==> config.mk <==
export PLATFORM = sky130hd
export DESIGN_NAME = sia_agent
export DESIGN_NICKNAME = d
export VERILOG_FILES = /design/src/rtl/sia_pkg.sv /design/src/rtl/sia_agent.sv /design/src/rtl/sia_sync.sv
export SDC_FILE = /design/constraint.sdc
export NUM_CORES = 1
export LEC_CHECK = 0
export ABC_AREA = 1
export ABC_CLOCK_PERIOD_IN_PS = 2460
export BUFFER_PORTS_ARGS = -buffer_cell sky130_fd_sc_hd__buf_2
export CORE_MARGIN = 4
export CORE_UTILIZATION = 59
export CTS_CLUSTER_DIAMETER = 100
export DETAILED_ROUTE_END_ITERATION = 6
export PLACE_DENSITY_LB_ADDON = 0.3
export SYNTH_ARGS = -nofsm -noshare
export SYNTH_HDL_FRONTEND = slang
export SYNTH_SLANG_ARGS = --single-unit
==> constraint.sdc <==
create_clock -name core_clk -period 2.46 [get_ports core_clk]
set_input_delay 0.246 -clock core_clk [delete_from_list [all_inputs] [get_ports core_clk]]
set_output_delay 0.246 -clock core_clk [all_outputs]
set_load 0.02 [all_outputs]
==> src/rtl/sia_pkg.sv <==
// constants and carrier types for the serial interrupt slave agent
// assumes a single bus clock; the shared line is resolved outside the design
package sia_pkg;

	// pin drive toward the shared line, resolved by the pad or testbench
	typedef struct packed {
		logic o;
		logic oe;
	} sia_pin_type;

	// frame positions counted from the start pulse rising edge
	localparam int POS_W           = 6;
	localparam int FIRST_DATA      = 2;
	localparam int SMI_FRAME       = 3;
	localparam int LAST_FRAME      = 16;
	localparam int FRAME_CLOCKS    = 3;

	// input synchroniser depth, and the position of the first cycle a rise can steer
	localparam int SYNC_STAGES     = 2;
	localparam int START_POS       = SYNC_STAGES + 1;

	// stop pulse widths in clocks
	localparam int STOP_QUIET_LEN  = 2;
	localparam int STOP_CONT_LEN   = 3;

	// low run counter width and the guard after our own start pulse
	localparam int RUN_W           = 4;
	localparam int HOLD_CYCLES     = 4;
	localparam int HOLD_W          = 3;

	// reset values
	localparam logic MODE_RESET_QUIET = 1'b0;
	localparam logic LEVEL_RESET      = 1'b1;

endpackage

==> src/rtl/sia_agent.sv <==
// serial interrupt slave agent: reports levels on the shared line
// assumes the host terminates the line and keeps its own timing
`timescale 1ns/1ps
module sia_agent #(
	parameter int IRQ_LINES = 15
) (
	// clock and reset
	input  wire logic                 core_clk,
	input  wire logic                 rst,
	// interrupt sources, bit i is interrupt i+1
	input  wire logic [IRQ_LINES-1:0] irq_lvl,
	input  wire logic                 system_mgmt_irq_n,
	input  wire logic                 smi_on_frame3,
	// shared line
	input  wire logic                 serirq_in,
	output sia_pkg::sia_pin_type      serirq_pin,
	// status
	output logic                      quiet_mode,
	output logic                      cycle_active
);
	localparam int PW = sia_pkg::POS_W;
	localparam int RW = sia_pkg::RUN_W;
	localparam int HW = sia_pkg::HOLD_W;
	localparam int FL = sia_pkg::LAST_FRAME;
	localparam int FD = sia_pkg::FIRST_DATA;

	logic [IRQ_LINES+2:0] sync_s;
	logic [IRQ_LINES-1:0] irq_s;
	logic                 smi_s;
	logic                 smi_sel_s;
	logic                 line_s;
	logic                 line_prev_q;
	logic                 rise;
	logic [RW-1:0]        run_q;
	logic [PW-1:0]        pos_q;
	logic [PW-1:0]        pos_d;
	logic                 active_q;
	logic                 active_d;
	logic                 quiet_q;
	logic                 quiet_d;
	logic [FL:FD]         frame_lvl;
	logic [FL:FD]         frame_prev_q;
	logic [FL:FD]         pending_q;
	logic [FL:FD]         served;
	logic                 sample_low;
	logic                 recover;
	logic                 start_d;
	logic                 start_q;
	logic [HW-1:0]        hold_q;
	logic                 oe_q;
	logic                 o_q;

	initial begin
		if (IRQ_LINES < 2 || IRQ_LINES > FL - 1) begin
			$error("sia_agent: IRQ_LINES must be 2 to 15");
		end
	end

	// pin and sources cross in through two flops
	sia_sync #(
		.WIDTH   (IRQ_LINES + 3),
		.RST_VAL (sia_pkg::LEVEL_RESET)
	) u_sync (
		.core_clk (core_clk),
		.rst      (rst),
		.d        ({smi_on_frame3, system_mgmt_irq_n, irq_lvl, serirq_in}),
		.q        (sync_s)
	);

	assign line_s    = sync_s[0];
	assign irq_s     = sync_s[IRQ_LINES:1];
	assign smi_s     = sync_s[IRQ_LINES+1];
	assign smi_sel_s = sync_s[IRQ_LINES+2];

	// level carried by each data frame; absent lines read high
	always_comb begin
		frame_lvl = '1;
		for (int n = FD; n <= FL; n++) begin
			if (n - FD < IRQ_LINES) begin
				frame_lvl[n] = irq_s[n-FD];
			end
		end
		if (smi_sel_s) begin
			frame_lvl[sia_pkg::SMI_FRAME] = smi_s;
		end
	end

	// edge and low-run tracking of the line
	assign rise = line_s & ~line_prev_q;

	always_ff @(posedge core_clk) begin
		if (rst) begin
			line_prev_q <= sia_pkg::LEVEL_RESET;
		end else begin
			line_prev_q <= line_s;
		end
	end

	always_ff @(posedge core_clk) begin
		if (rst) begin
			run_q <= '0;
		end else if (line_s) begin
			run_q <= '0;
		end else if (run_q != '1) begin
			run_q <= run_q + RW'(1);
		end
	end

	// cycle framing and mode decode
	always_comb begin
		active_d = active_q;
		quiet_d  = quiet_q;
		pos_d    = (pos_q == '1) ? pos_q : pos_q + PW'(1);
		if (rise && !active_q) begin
			active_d = 1'b1;
			pos_d    = PW'(sia_pkg::START_POS);
		end else if (rise && run_q == RW'(sia_pkg::STOP_QUIET_LEN)) begin
			active_d = 1'b0;
			quiet_d  = 1'b1;
		end else if (rise && run_q == RW'(sia_pkg::STOP_CONT_LEN)) begin
			active_d = 1'b0;
			quiet_d  = 1'b0;
		end
	end

	always_ff @(posedge core_clk) begin
		if (rst) begin
			active_q <= 1'b0;
			pos_q    <= '0;
		end else begin
			active_q <= active_d;
			pos_q    <= pos_d;
		end
	end

	always_ff @(posedge core_clk) begin
		if (rst) begin
			quiet_q <= sia_pkg::MODE_RESET_QUIET;
		end else begin
			quiet_q <= quiet_d;
		end
	end

	// slot decode for the position the outputs will show next
	always_comb begin
		sample_low = 1'b0;
		served     = '0;
		recover    = 1'b0;
		for (int n = FD; n <= FL; n++) begin
			if (active_d && pos_d == PW'(sia_pkg::FRAME_CLOCKS * n - 1)) begin
				served[n]  = 1'b1;
				sample_low = ~frame_lvl[n];
			end
		end
		// only right after our own low sample
		if (active_d && oe_q && !o_q && !start_q) begin
			recover = 1'b1;
		end
	end

	// pending changes; a change in the serving cycle wins over the clear
	always_ff @(posedge core_clk) begin
		if (rst) begin
			frame_prev_q <= '1;
			pending_q    <= '0;
		end else begin
			frame_prev_q <= frame_lvl;
			pending_q    <= (pending_q & ~served) | (frame_lvl ^ frame_prev_q);
		end
	end

	// own start: quiet, idle, line seen high, no other start seen
	assign start_d = quiet_q && !active_q && !active_d && line_s && run_q == '0
		&& hold_q == '0 && |pending_q;

	// guard covers the synchroniser delay before our own low is seen
	always_ff @(posedge core_clk) begin
		if (rst) begin
			hold_q <= '0;
		end else if (start_d) begin
			hold_q <= HW'(sia_pkg::HOLD_CYCLES);
		end else if (hold_q != '0) begin
			hold_q <= hold_q - HW'(1);
		end
	end

	// registered drive; anything not listed is turnaround or idle
	always_ff @(posedge core_clk) begin
		if (rst) begin
			oe_q    <= 1'b0;
			o_q     <= 1'b0;
			start_q <= 1'b0;
		end else begin
			oe_q    <= start_d | sample_low | recover;
			o_q     <= recover & ~start_d;
			start_q <= start_d;
		end
	end

	assign serirq_pin.o  = o_q;
	assign serirq_pin.oe = oe_q;
	assign quiet_mode    = quiet_q;
	assign cycle_active  = active_q;
endmodule

==> src/rtl/sia_sync.sv <==
// two flip-flop synchroniser for a vector of unrelated levels
// assumes every bit is a slow level; no bus coherence is implied
`timescale 1ns/1ps
module sia_sync #(
	parameter int   WIDTH   = 1,
	parameter logic RST_VAL = 1'b1
) (
	// clock and reset
	input  wire logic             core_clk,
	input  wire logic             rst,
	// levels
	input  wire logic [WIDTH-1:0] d,
	output logic      [WIDTH-1:0] q
);
	logic [WIDTH-1:0] meta_q;

	initial begin
		if (WIDTH < 1) begin
			$error("sia_sync: WIDTH must be at least 1");
		end
	end

	// first stage feeds only the second
	always_ff @(posedge core_clk) begin
		if (rst) begin
			meta_q <= {WIDTH{RST_VAL}};
			q      <= {WIDTH{RST_VAL}};
		end else begin
			meta_q <= d;
			q      <= meta_q;
		end
	end
endmodule

# Word-level counts from Yosys, hierarchy flattened
# Index checks and enable logic that the tools add are counted.
[totals]
regBits = 85
input_bits = 20
output_inout_bits = 4
wordCells = 143
[op_classes]
n_addsub = 3
eq_ne = 19
n_mux = 41
bitwise_logic = 26
reduce_logical = 40
[ops]
columns = ["cell", "count"]
rows = [
  ["$eq A6 B6 Y1 const B", 7],
  ["$mux W1", 37],
  ["$eq A6 B5 Y1 const B", 5],
  ["$logic_and A1 B1 Y1", 27],
  ["$eq A6 B4 Y1 const B", 3],
  ["$not A1 Y1", 18],
  ["$and A15 B15 Y15", 1],
  ["$not A15 Y15", 1],
  ["$or A15 B15 Y15", 1],
  ["$reduce_or A15 Y1", 1],
  ["$xor A15 B15 Y15", 1],
  ["$mux W6", 2],
  ["$eq A4 B2 Y1 const B", 2],
  ["$add A6 B1 Y6 const B", 1],
  ["$eq A6 B3 Y1 const B", 1],
  ["$mux W3", 2],
  ["$add A4 B1 Y4 const B", 1],
  ["$logic_not A1 Y1", 4],
  ["$logic_not A4 Y1", 1],
  ["$ne A4 B4 Y1 const B", 1],
  ["$reduce_bool A2 Y1", 2],
  ["$reduce_or A2 Y1", 2],
  ["$logic_not A3 Y1", 1],
  ["$reduce_bool A3 Y1", 1],
  ["other kinds (4)", 6],
]

# Logic depth before layout (Yosys ltp)
# Gate-level depths: netlist of run 1.
[logic_depth]
ltp_word = 24
ltp_mapped = 18
mapped_depth_nobuf = 18

# Modules after synthesis
# A second synthesis of run 1 with hierarchy kept.
[unflattened]
cells_unflattened = 435
area_unflattened_um2 = 3440.8
[modules_own_cells]
columns = ["mod", "n_inst", "cells_each", "area_per_inst_um2"]
rows = [
  ["sia_agent", 1, 323, 2371.0],
  ["sia_sync", 1, 112, 1069.8],
]

# Worst setup path after synthesis of run 1
# Ideal clock, no wire load.
[synth_path]
path_kind = "register to register"
start = "register pos_q[0]"
end = "register oe_q"
t_arrival_ns = 1.835
path_slack_ns = 0.498
stages_incl_launch_ff = 17
path_buffers = 0
cell_sequence = "dfxtp_1 > ha_1 > nand2_2 > nor2_4 > nand3_1 > clkinv_1 > nor2_4 > nor2_4 > inv_2 > nor2_1 > nand2_1 > o21ai_0 > inv_1 > nand2_1 > nand4_1 > nand2_1 > a21oi_2"
[synth_via]
elab_chain_cells = 22
[synth_rtl]
columns = ["element", "line_no", "rtl"]
rows = [
  ["start, declared", "sia_agent.sv:35", "logic [PW-1:0] pos_q;"],
  ["start signal, assigned", "sia_agent.sv:132", "pos_q <= pos_d;"],
  ["$add A6 B1 Y6 or $eq A6 B6 Y1 (tied branches)", "sia_agent.sv:113", "pos_d = (pos_q == '1) ? pos_q : pos_q + PW'(1);"],
  ["$mux W6 (*)", "sia_agent.sv:113", ""],
  ["$mux W6 (*)", "sia_agent.sv:114", "if (rise && !active_q) begin"],
  ["$eq A6 B3 Y1", "sia_agent.sv:150", "if (active_d && pos_d == PW'(sia_pkg::FRAME_CLOCKS * n - 1)) begin"],
  ["$logic_and A1 B1 Y1", "sia_agent.sv:150", ""],
  ["$mux W1 (14 in a row)", "sia_agent.sv:150", ""],
  ["$mux W1 (*)", "sia_agent.sv:150", ""],
  ["$or A1 B1 Y1 (*) (2 in a row)", "sia_agent.sv:194", "oe_q <= start_d | sample_low | recover;"],
  ["end signal, assigned", "sia_agent.sv:194", ""],
  ["end, declared", "sia_agent.sv:50", "logic oe_q;"],
]
# Every way passes the cells marked *; elsewhere a longest branch is shown, timed or not.
# A chain may end at the register's enable or synchronous reset.

# Worst setup path in the final report of run 1
[layout_path]
start = "register run_q[0]"
end = "register oe_q"
[layout_via]
elab_chain_cells = 23
[layout_rtl]
columns = ["element", "line_no", "rtl"]
rows = [
  ["start, declared", "sia_agent.sv:34", "logic [RW-1:0] run_q;"],
  ["start signal, assigned", "sia_agent.sv:105", "run_q <= run_q + RW'(1);"],
  ["$eq A4 B2 Y1", "sia_agent.sv:120", "end else if (rise && run_q == RW'(sia_pkg::STOP_CONT_LEN)) begin"],
  ["$logic_and A1 B1 Y1", "sia_agent.sv:120", ""],
  ["$mux W1", "sia_agent.sv:120", ""],
  ["$mux W1", "sia_agent.sv:117", "end else if (rise && run_q == RW'(sia_pkg::STOP_QUIET_LEN)) begin"],
  ["$mux W1", "sia_agent.sv:114", ""],
  ["$logic_and A1 B1 Y1", "sia_agent.sv:150", ""],
  ["$mux W1 (15 in a row)", "sia_agent.sv:150", ""],
  ["$or A1 B1 Y1", "sia_agent.sv:194", ""],
  ["$or A1 B1 Y1 (*)", "sia_agent.sv:194", ""],
]
# Marks and branches as above.

==> run metrics, run 1 <==
status=finished, final reports clean; DR WL met3=222 microns; Worst setup EP type=flip-flop; core area=0.00557 sq mm; antenna violations before repair=0; vias in the first global route=2258; DR top layer=met4; slowest CP cell=dfxtp_1; Clock Skew=0.00558 ns; cts bufs inserted=9; Synth cell types=34; Crit path buffers/inverters=3; Multi-input gate area=0.00151 sq mm; Relative slew margins=72.7%; largest net degree at the start of global routing=39; DP Area=0.00361 sq mm; die footprint=0.00712 sq mm; CP required=2.75 ns; I/O Pins=24; Setup Crit Path Kind=reg -> reg; VDD IR max=0.000709 V; Synth area leaders=dfxtp_1 (49%), or2_2 (7.5%), nand2_1 (6.7%), inv_1 (4.6%), nor2_1 (3.6%); Overflow after GRT=0; Commonest cells post-synth=dfxtp_1 (85), nand2_1 (61), inv_1 (42); first-pass GRT wire length=9.75 mm; layout cells sized above 1=27.9%; RSZ-0062 raised after global routing=false; post-synthesis register bit count=85; Synth Cell Area=0.00344 sq mm; Async SR Flop Fraction=0%; static leakage=1.61 nW; delay of the slowest critical-path stage=0.39 ns; # nets final=459; Critical Path Start Type=flip-flop; largest area contributor in the netlist=dfxtp_1; CTS Hold Buffers Added=0; Syn Nets=430; via count=2483; routed len/inst=11.2 microns; Post-synth EDFFs=0; DRC errors left=0; P per Cell Area=725 mW/mm^2; worst skew pair latency=0.35 ns; final setup violation count=0; max-slew violations=0; gr usage total=16.9%; metal2 WL=2.70 mm; top cell type's share of synthesized area=49.4%; Initial DRT Pass Iterations=4; input/output buffers=23; # Max-Cap Violations=0; deepest clock path buffer count=2; worst-path maximum fanout=5; clk sink count=85; Power, Total=2.78 mW; Mapped Cells=403; Final Hold Vio Count=0; Final Instance Area=0.00383 sq mm; antenna violation net count after detailed routing=0; setup_tns=0 ns; min-delay worst type=in -> reg; post-DP HPWL=4.24 mm; CP Cell Sequence=inv_1 > ha_1 > o21ai_0 > nor2_1 > nor2_4 > buf_4 > buf_4 > nand2_1 > nor3_2 > nand2_1 > nand4_1 > nand2_1 > nand3_1 > nand2_1 > nand4_1 > nand2_1 > a21oi_2; initial DRC count=108; gpl congestion=0.901; Tcrit/Tclk final=92.2%; Total Wirelength=5.71 mm; Least-Margin Pin Slew=0.409 ns; final-layout fill cell count=457; minimum hold slack=0.0684 ns; height of the die=84.4 microns; Synth Flop Type=dfxtp_1; sequential fraction of the synthesis area=49.4%; count leader, synth=dfxtp_1; cell mode on critical path=nand2_1; die width=84.4 microns; area growth from synthesis to layout=11.4%; Row Count=27; Ys Warns=0; CP top delay family=simple AND/OR/NAND/NOR gates; min Tclk post-route=2.27 ns; Syn Area/Cell=8.54 sq um; CTS tree=built; fmax=441 MHz; register area=0.00170 sq mm; Crit path arrival time=2.55 ns; initial core utilization=61.8%; clk slew on worst S/H paths=0.09 ns; DR vias/cell=4.88; Inserted Diodes=0; H-tree Lvls=3; M1 WL=2.70 mm; Root Buffer=clkbuf_8
## cell usage in the layout (no fill, tap or decap), drive strengths merged
master,instances
inv,47
clkbuf,9
nand4,7
dfxtp,85
o211ai,1
nand3,24
clkinvlp,1
a31oi,1
nand2,70
o21ai,11
nor2,47
nor4,3
buf,28
xor2,2
mux2i,1
a21oi,21
a211oi,1
nor3,8
clkinv,6
or2,42
ha,7
bufinv,1
xnor2,14
## worst register-to-register path: stages, from the launching register on
cell,delay [ns]
dfxtp_1,0.39
inv_1,0.08
ha_1,0.20
o21ai_0,0.20
nor2_1,0.10
nor2_4,0.18
buf_4,0.15
buf_4,0.10
nand2_1,0.05
nor3_2,0.15
nand2_1,0.08
nand4_1,0.09
nand2_1,0.05
nand3_1,0.06
nand2_1,0.06
nand4_1,0.07
nand2_1,0.07
a21oi_2,0.11
## sequential cells by signal, indices dropped and copies added, names as in the netlist, 3 cells and up
| signal | count |
|---|---|
| u_sync.meta_q | 18 |
| pending_q | 15 |
| pos_q | 6 |
| hold_q | 3 |
| run_q | 4 |
| frame_prev_q | 15 |
| u_sync.q | 18 |
## repair_timing
item / 4_1_cts / 5_1_grt
endpoints found under the hold margin: 0 / 0
endpoints found under the setup margin: 0 / 1
resized for setup: 0 / 2
setup buffers: 0 / 3
## report_power, final
group	switching, mW	total [mW]	internal, mW
Combinational	0.176	0.312	0.137
Clock	0.498	0.970	0.472
Sequential	0.0415	1.50	1.46
## cell families (layout without fill, tap and decap cells)
| family | after synthesis | in the layout | share of synthesized area (%) |
|---|---|---|---|
| AND/OR/NAND/NOR | 201 | 201 | 31.4 |
| adder cells (fa/ha/maj) | 7 | 7 | 2.54 |
| XOR/XNOR | 16 | 16 | 4.07 |
| multiplexers | 1 | 1 | 0.291 |
| AO/OA/AOI/OAI | 35 | 35 | 5.49 |
| buffers and inverters | 58 | 92 | 6.72 |
| flip-flops | 85 | 85 | 49.4 |
## cell type report
type | count | area share (%)
Sequential cell | 85 | 44.4
Timing Repair Buffer | 28 | 3.98
Tap cell | 72 | 2.35
Clock inverter | 7 | 1.93
Inverter | 48 | 4.70
Clock buffer | 9 | 3.23
Multi-Input combinational cell | 260 | 39.4
## per-layer routing
layer  global-route usage (%)  vias up
met1                     20.8     1126
met5                        0        -
met3                     4.71        7
met4                     6.04        0
li1                         -     1315
met2                     28.3       35
## worst paths after layout
check	startpoint	endpoint	slack, ns	cells past startpoint
hold reg to reg	u_sync.meta_q[14]	u_sync.q[14]	0.41	1
setup / recovery	run_q[0]	oe_q	0.19	17
hold / removal	irq_lvl[11]	u_sync.meta_q[12]	0.07	2
setup reg to reg	run_q[0]	oe_q	0.19	17
## metrics by stage
step	setup WS, ns	utilization (%)	cells
2_1_floorplan	0.498	-	403
3_3_place_gp	0.281	64.8	490
3_5_place_dp	0.214	64.8	490
4_1_cts	0.197	68.3	506
5_1_grt	0.0344	68.8	509
6_report	0.193	68.8	509
No activity file was read; power rests on OpenSTA's default activity.
==> run 2, diff against run 1 <==
--- a/config.mk
+++ b/config.mk
@@ -10,6 +10,7 @@
 export BUFFER_PORTS_ARGS = -buffer_cell sky130_fd_sc_hd__buf_2
 export CORE_MARGIN = 4
 export CORE_UTILIZATION = 59
+export CTS_BUF_LIST = sky130_fd_sc_hd__clkbuf_16
 export CTS_CLUSTER_DIAMETER = 100
 export DETAILED_ROUTE_END_ITERATION = 6
 export PLACE_DENSITY_LB_ADDON = 0.3
==> run metrics, run 2 (synthesis gave the netlist of run 1 again) <==
worst skew pair latency=0.33 ns (was 0.35 ns); # Max-Cap Violations=0 (unchanged); min-delay worst type=in -> reg (unchanged); vias in the first global route=2365 (was 2258); register area=0.00170 sq mm (unchanged); area growth from synthesis to layout=14.5% (was 11.4%); H-tree Lvls=3 (unchanged); CTS tree=built (unchanged); Inserted Diodes=0 (unchanged); height of the die=84.4 microns (unchanged); routed len/inst=11.6 microns (was 11.2 microns); final setup violation count=0 (unchanged); P per Cell Area=797 mW/mm^2 (was 725 mW/mm^2); min Tclk post-route=2.26 ns (was 2.27 ns); post-DP HPWL=4.24 mm (unchanged); initial DRC count=142 (was 108); pre-CTS setup slack=0.214 ns (unchanged); static leakage=1.67 nW (was 1.61 nW); antenna violations before repair=0 (unchanged); Worst setup EP type=flip-flop (unchanged); commonest non-fill, non-tap cell in the layout=dfxtp_1 (unchanged); Initial DRT Pass Iterations=4 (unchanged); die footprint=0.00712 sq mm (unchanged); Crit path arrival time=2.53 ns (was 2.55 ns); largest net degree at the start of global routing=39 (unchanged); Regs by FF count=u_sync.meta_q (18), u_sync.q (18) (unchanged); via count=2501 (was 2483); Tcrit/Tclk final=92.0% (was 92.2%); first-pass GRT wire length=9.94 mm (was 9.75 mm); Total Wirelength=5.89 mm (was 5.71 mm); gpl congestion=0.901 (unchanged); cts bufs inserted=9 (unchanged); DR vias/cell=4.90 (was 4.88); Setup Crit Path Kind=reg -> reg (unchanged); Overflow after GRT=0 (unchanged); Final Hold Vio Count=0 (unchanged); layout cells sized above 1=28.1% (was 27.9%); Power, Total=3.14 mW (was 2.78 mW); most frequent cells in the layout=dfxtp_1 (85), nand2_1 (61), inv_1 (42) (unchanged); gr usage total=17.2% (was 16.9%); CTS Hold Buffers Added=0 (unchanged); Least-Margin Pin Slew=0.424 ns (was 0.409 ns); setup_tns=0 ns (unchanged); Clock Skew=0.00573 ns (was 0.00558 ns); clk sink count=85 (unchanged); VDD IR max=0.000762 V (was 0.000709 V); Root Buffer=clkbuf_16 (was clkbuf_8); I/O Pins=24 (unchanged); antenna violation net count after detailed routing=0 (unchanged); R2R Setup Slk=0.20 ns (was 0.19 ns); core area=0.00557 sq mm (unchanged); CP required=2.72 ns (was 2.75 ns); DRC errors left=0 (unchanged); input/output buffers=23 (unchanged); RSZ-0062 raised after global routing=false (unchanged); die width=84.4 microns (unchanged); Multi-input gate area=0.00151 sq mm (unchanged); Row Count=27 (unchanged); fmax=442 MHz (was 441 MHz); max-slew violations=0 (unchanged); Final WS setup=0.196 ns (was 0.193 ns); final-layout fill cell count=434 (was 457); deepest clock path buffer count=2 (unchanged); initial core utilization=61.8% (unchanged); Relative slew margins=71.8% (was 72.7%); status=finished, final reports clean (unchanged); clk slew on worst S/H paths=0.06 ns (was 0.09 ns); # nets final=460 (was 459); Critical Path Start Type=flip-flop (unchanged); worst-path maximum fanout=6 (was 5)
==> run 2: cell count changes in the layout (fill, tap and decap cells not counted) <==
cell and change:
clkbuf_16 +9, buf_4 +1, clkbuf_8 -9
==> run 2: final timing paths <==
kind	startpoint	end	cells past startpoint
max	run_q[0]	oe_q	17
min reg2reg	u_sync.meta_q[16]	u_sync.q[16]	1
max reg2reg	run_q[0]	oe_q	17
min	irq_lvl[11]	u_sync.meta_q[12]	2
==> run 2: critical path: stages, from the launching register on <==
cell and delay (ns):
dfxtp_1 0.39, inv_1 0.08, ha_1 0.20, o21ai_0 0.20
nor2_1 0.10, nor2_4 0.19, inv_1 0.13, nor2_1 0.17
nand2_1 0.09, nor2_1 0.09, nor2_1 0.07, nand4_1 0.06
nand2_1 0.05, nand3_1 0.06, nand2_1 0.06, nand4_1 0.07
nand2_1 0.07, a21oi_2 0.11
==> run 2: through the flow <==
step | instances | instance area (sq um) | hold WS (ns) | util (%)
finish | 510 | 3940 | 0.0925 | 70.7
global route | 510 | 3940 | 0.0846 | 70.7
CTS | 506 | 3910 | 0.0851 | 70.1
detailed placement | 490 | 3610 | 0.393 | 64.8
global placement | 490 | 3610 | 0.391 | 64.8
floorplan | 403 | 3440 | 0.350 | -
==> run 2: repair_timing <==
| action | 4_1_cts | 5_1_grt |
|---|---|---|
| setup endpoints to repair | 0 | 1 |
| setup buffers | 0 | 4 |
| resized for setup | 0 | 2 |
==> run 2: layout make-up <==
| class | instances | share of cell area (%) |
|---|---|---|
| flip-flops and latches | 85 | 43.2 |
| inverters | 48 | 4.57 |
| repair buffers | 29 | 4.06 |
| well taps | 72 | 2.28 |
| multi-input cells | 260 | 38.3 |
| clock inverters | 7 | 1.87 |
| clock buffers | 9 | 5.71 |
==> run 2: where the power goes <==
group / internal, mW / leakage (nW) / switching [mW]
clock network: 0.789 / 0.146 / 0.541
registers: 1.46 / 0.700 / 0.0414
logic: 0.137 / 0.820 / 0.176
==> run 2: per-layer routing <==
layer / global-route usage [%] / routed length (microns)
met1: 20.4 / 2720
met2: 29.5 / 2860
met3: 4.32 / 203
met4: 7.19 / 105
met5: 0 / 0
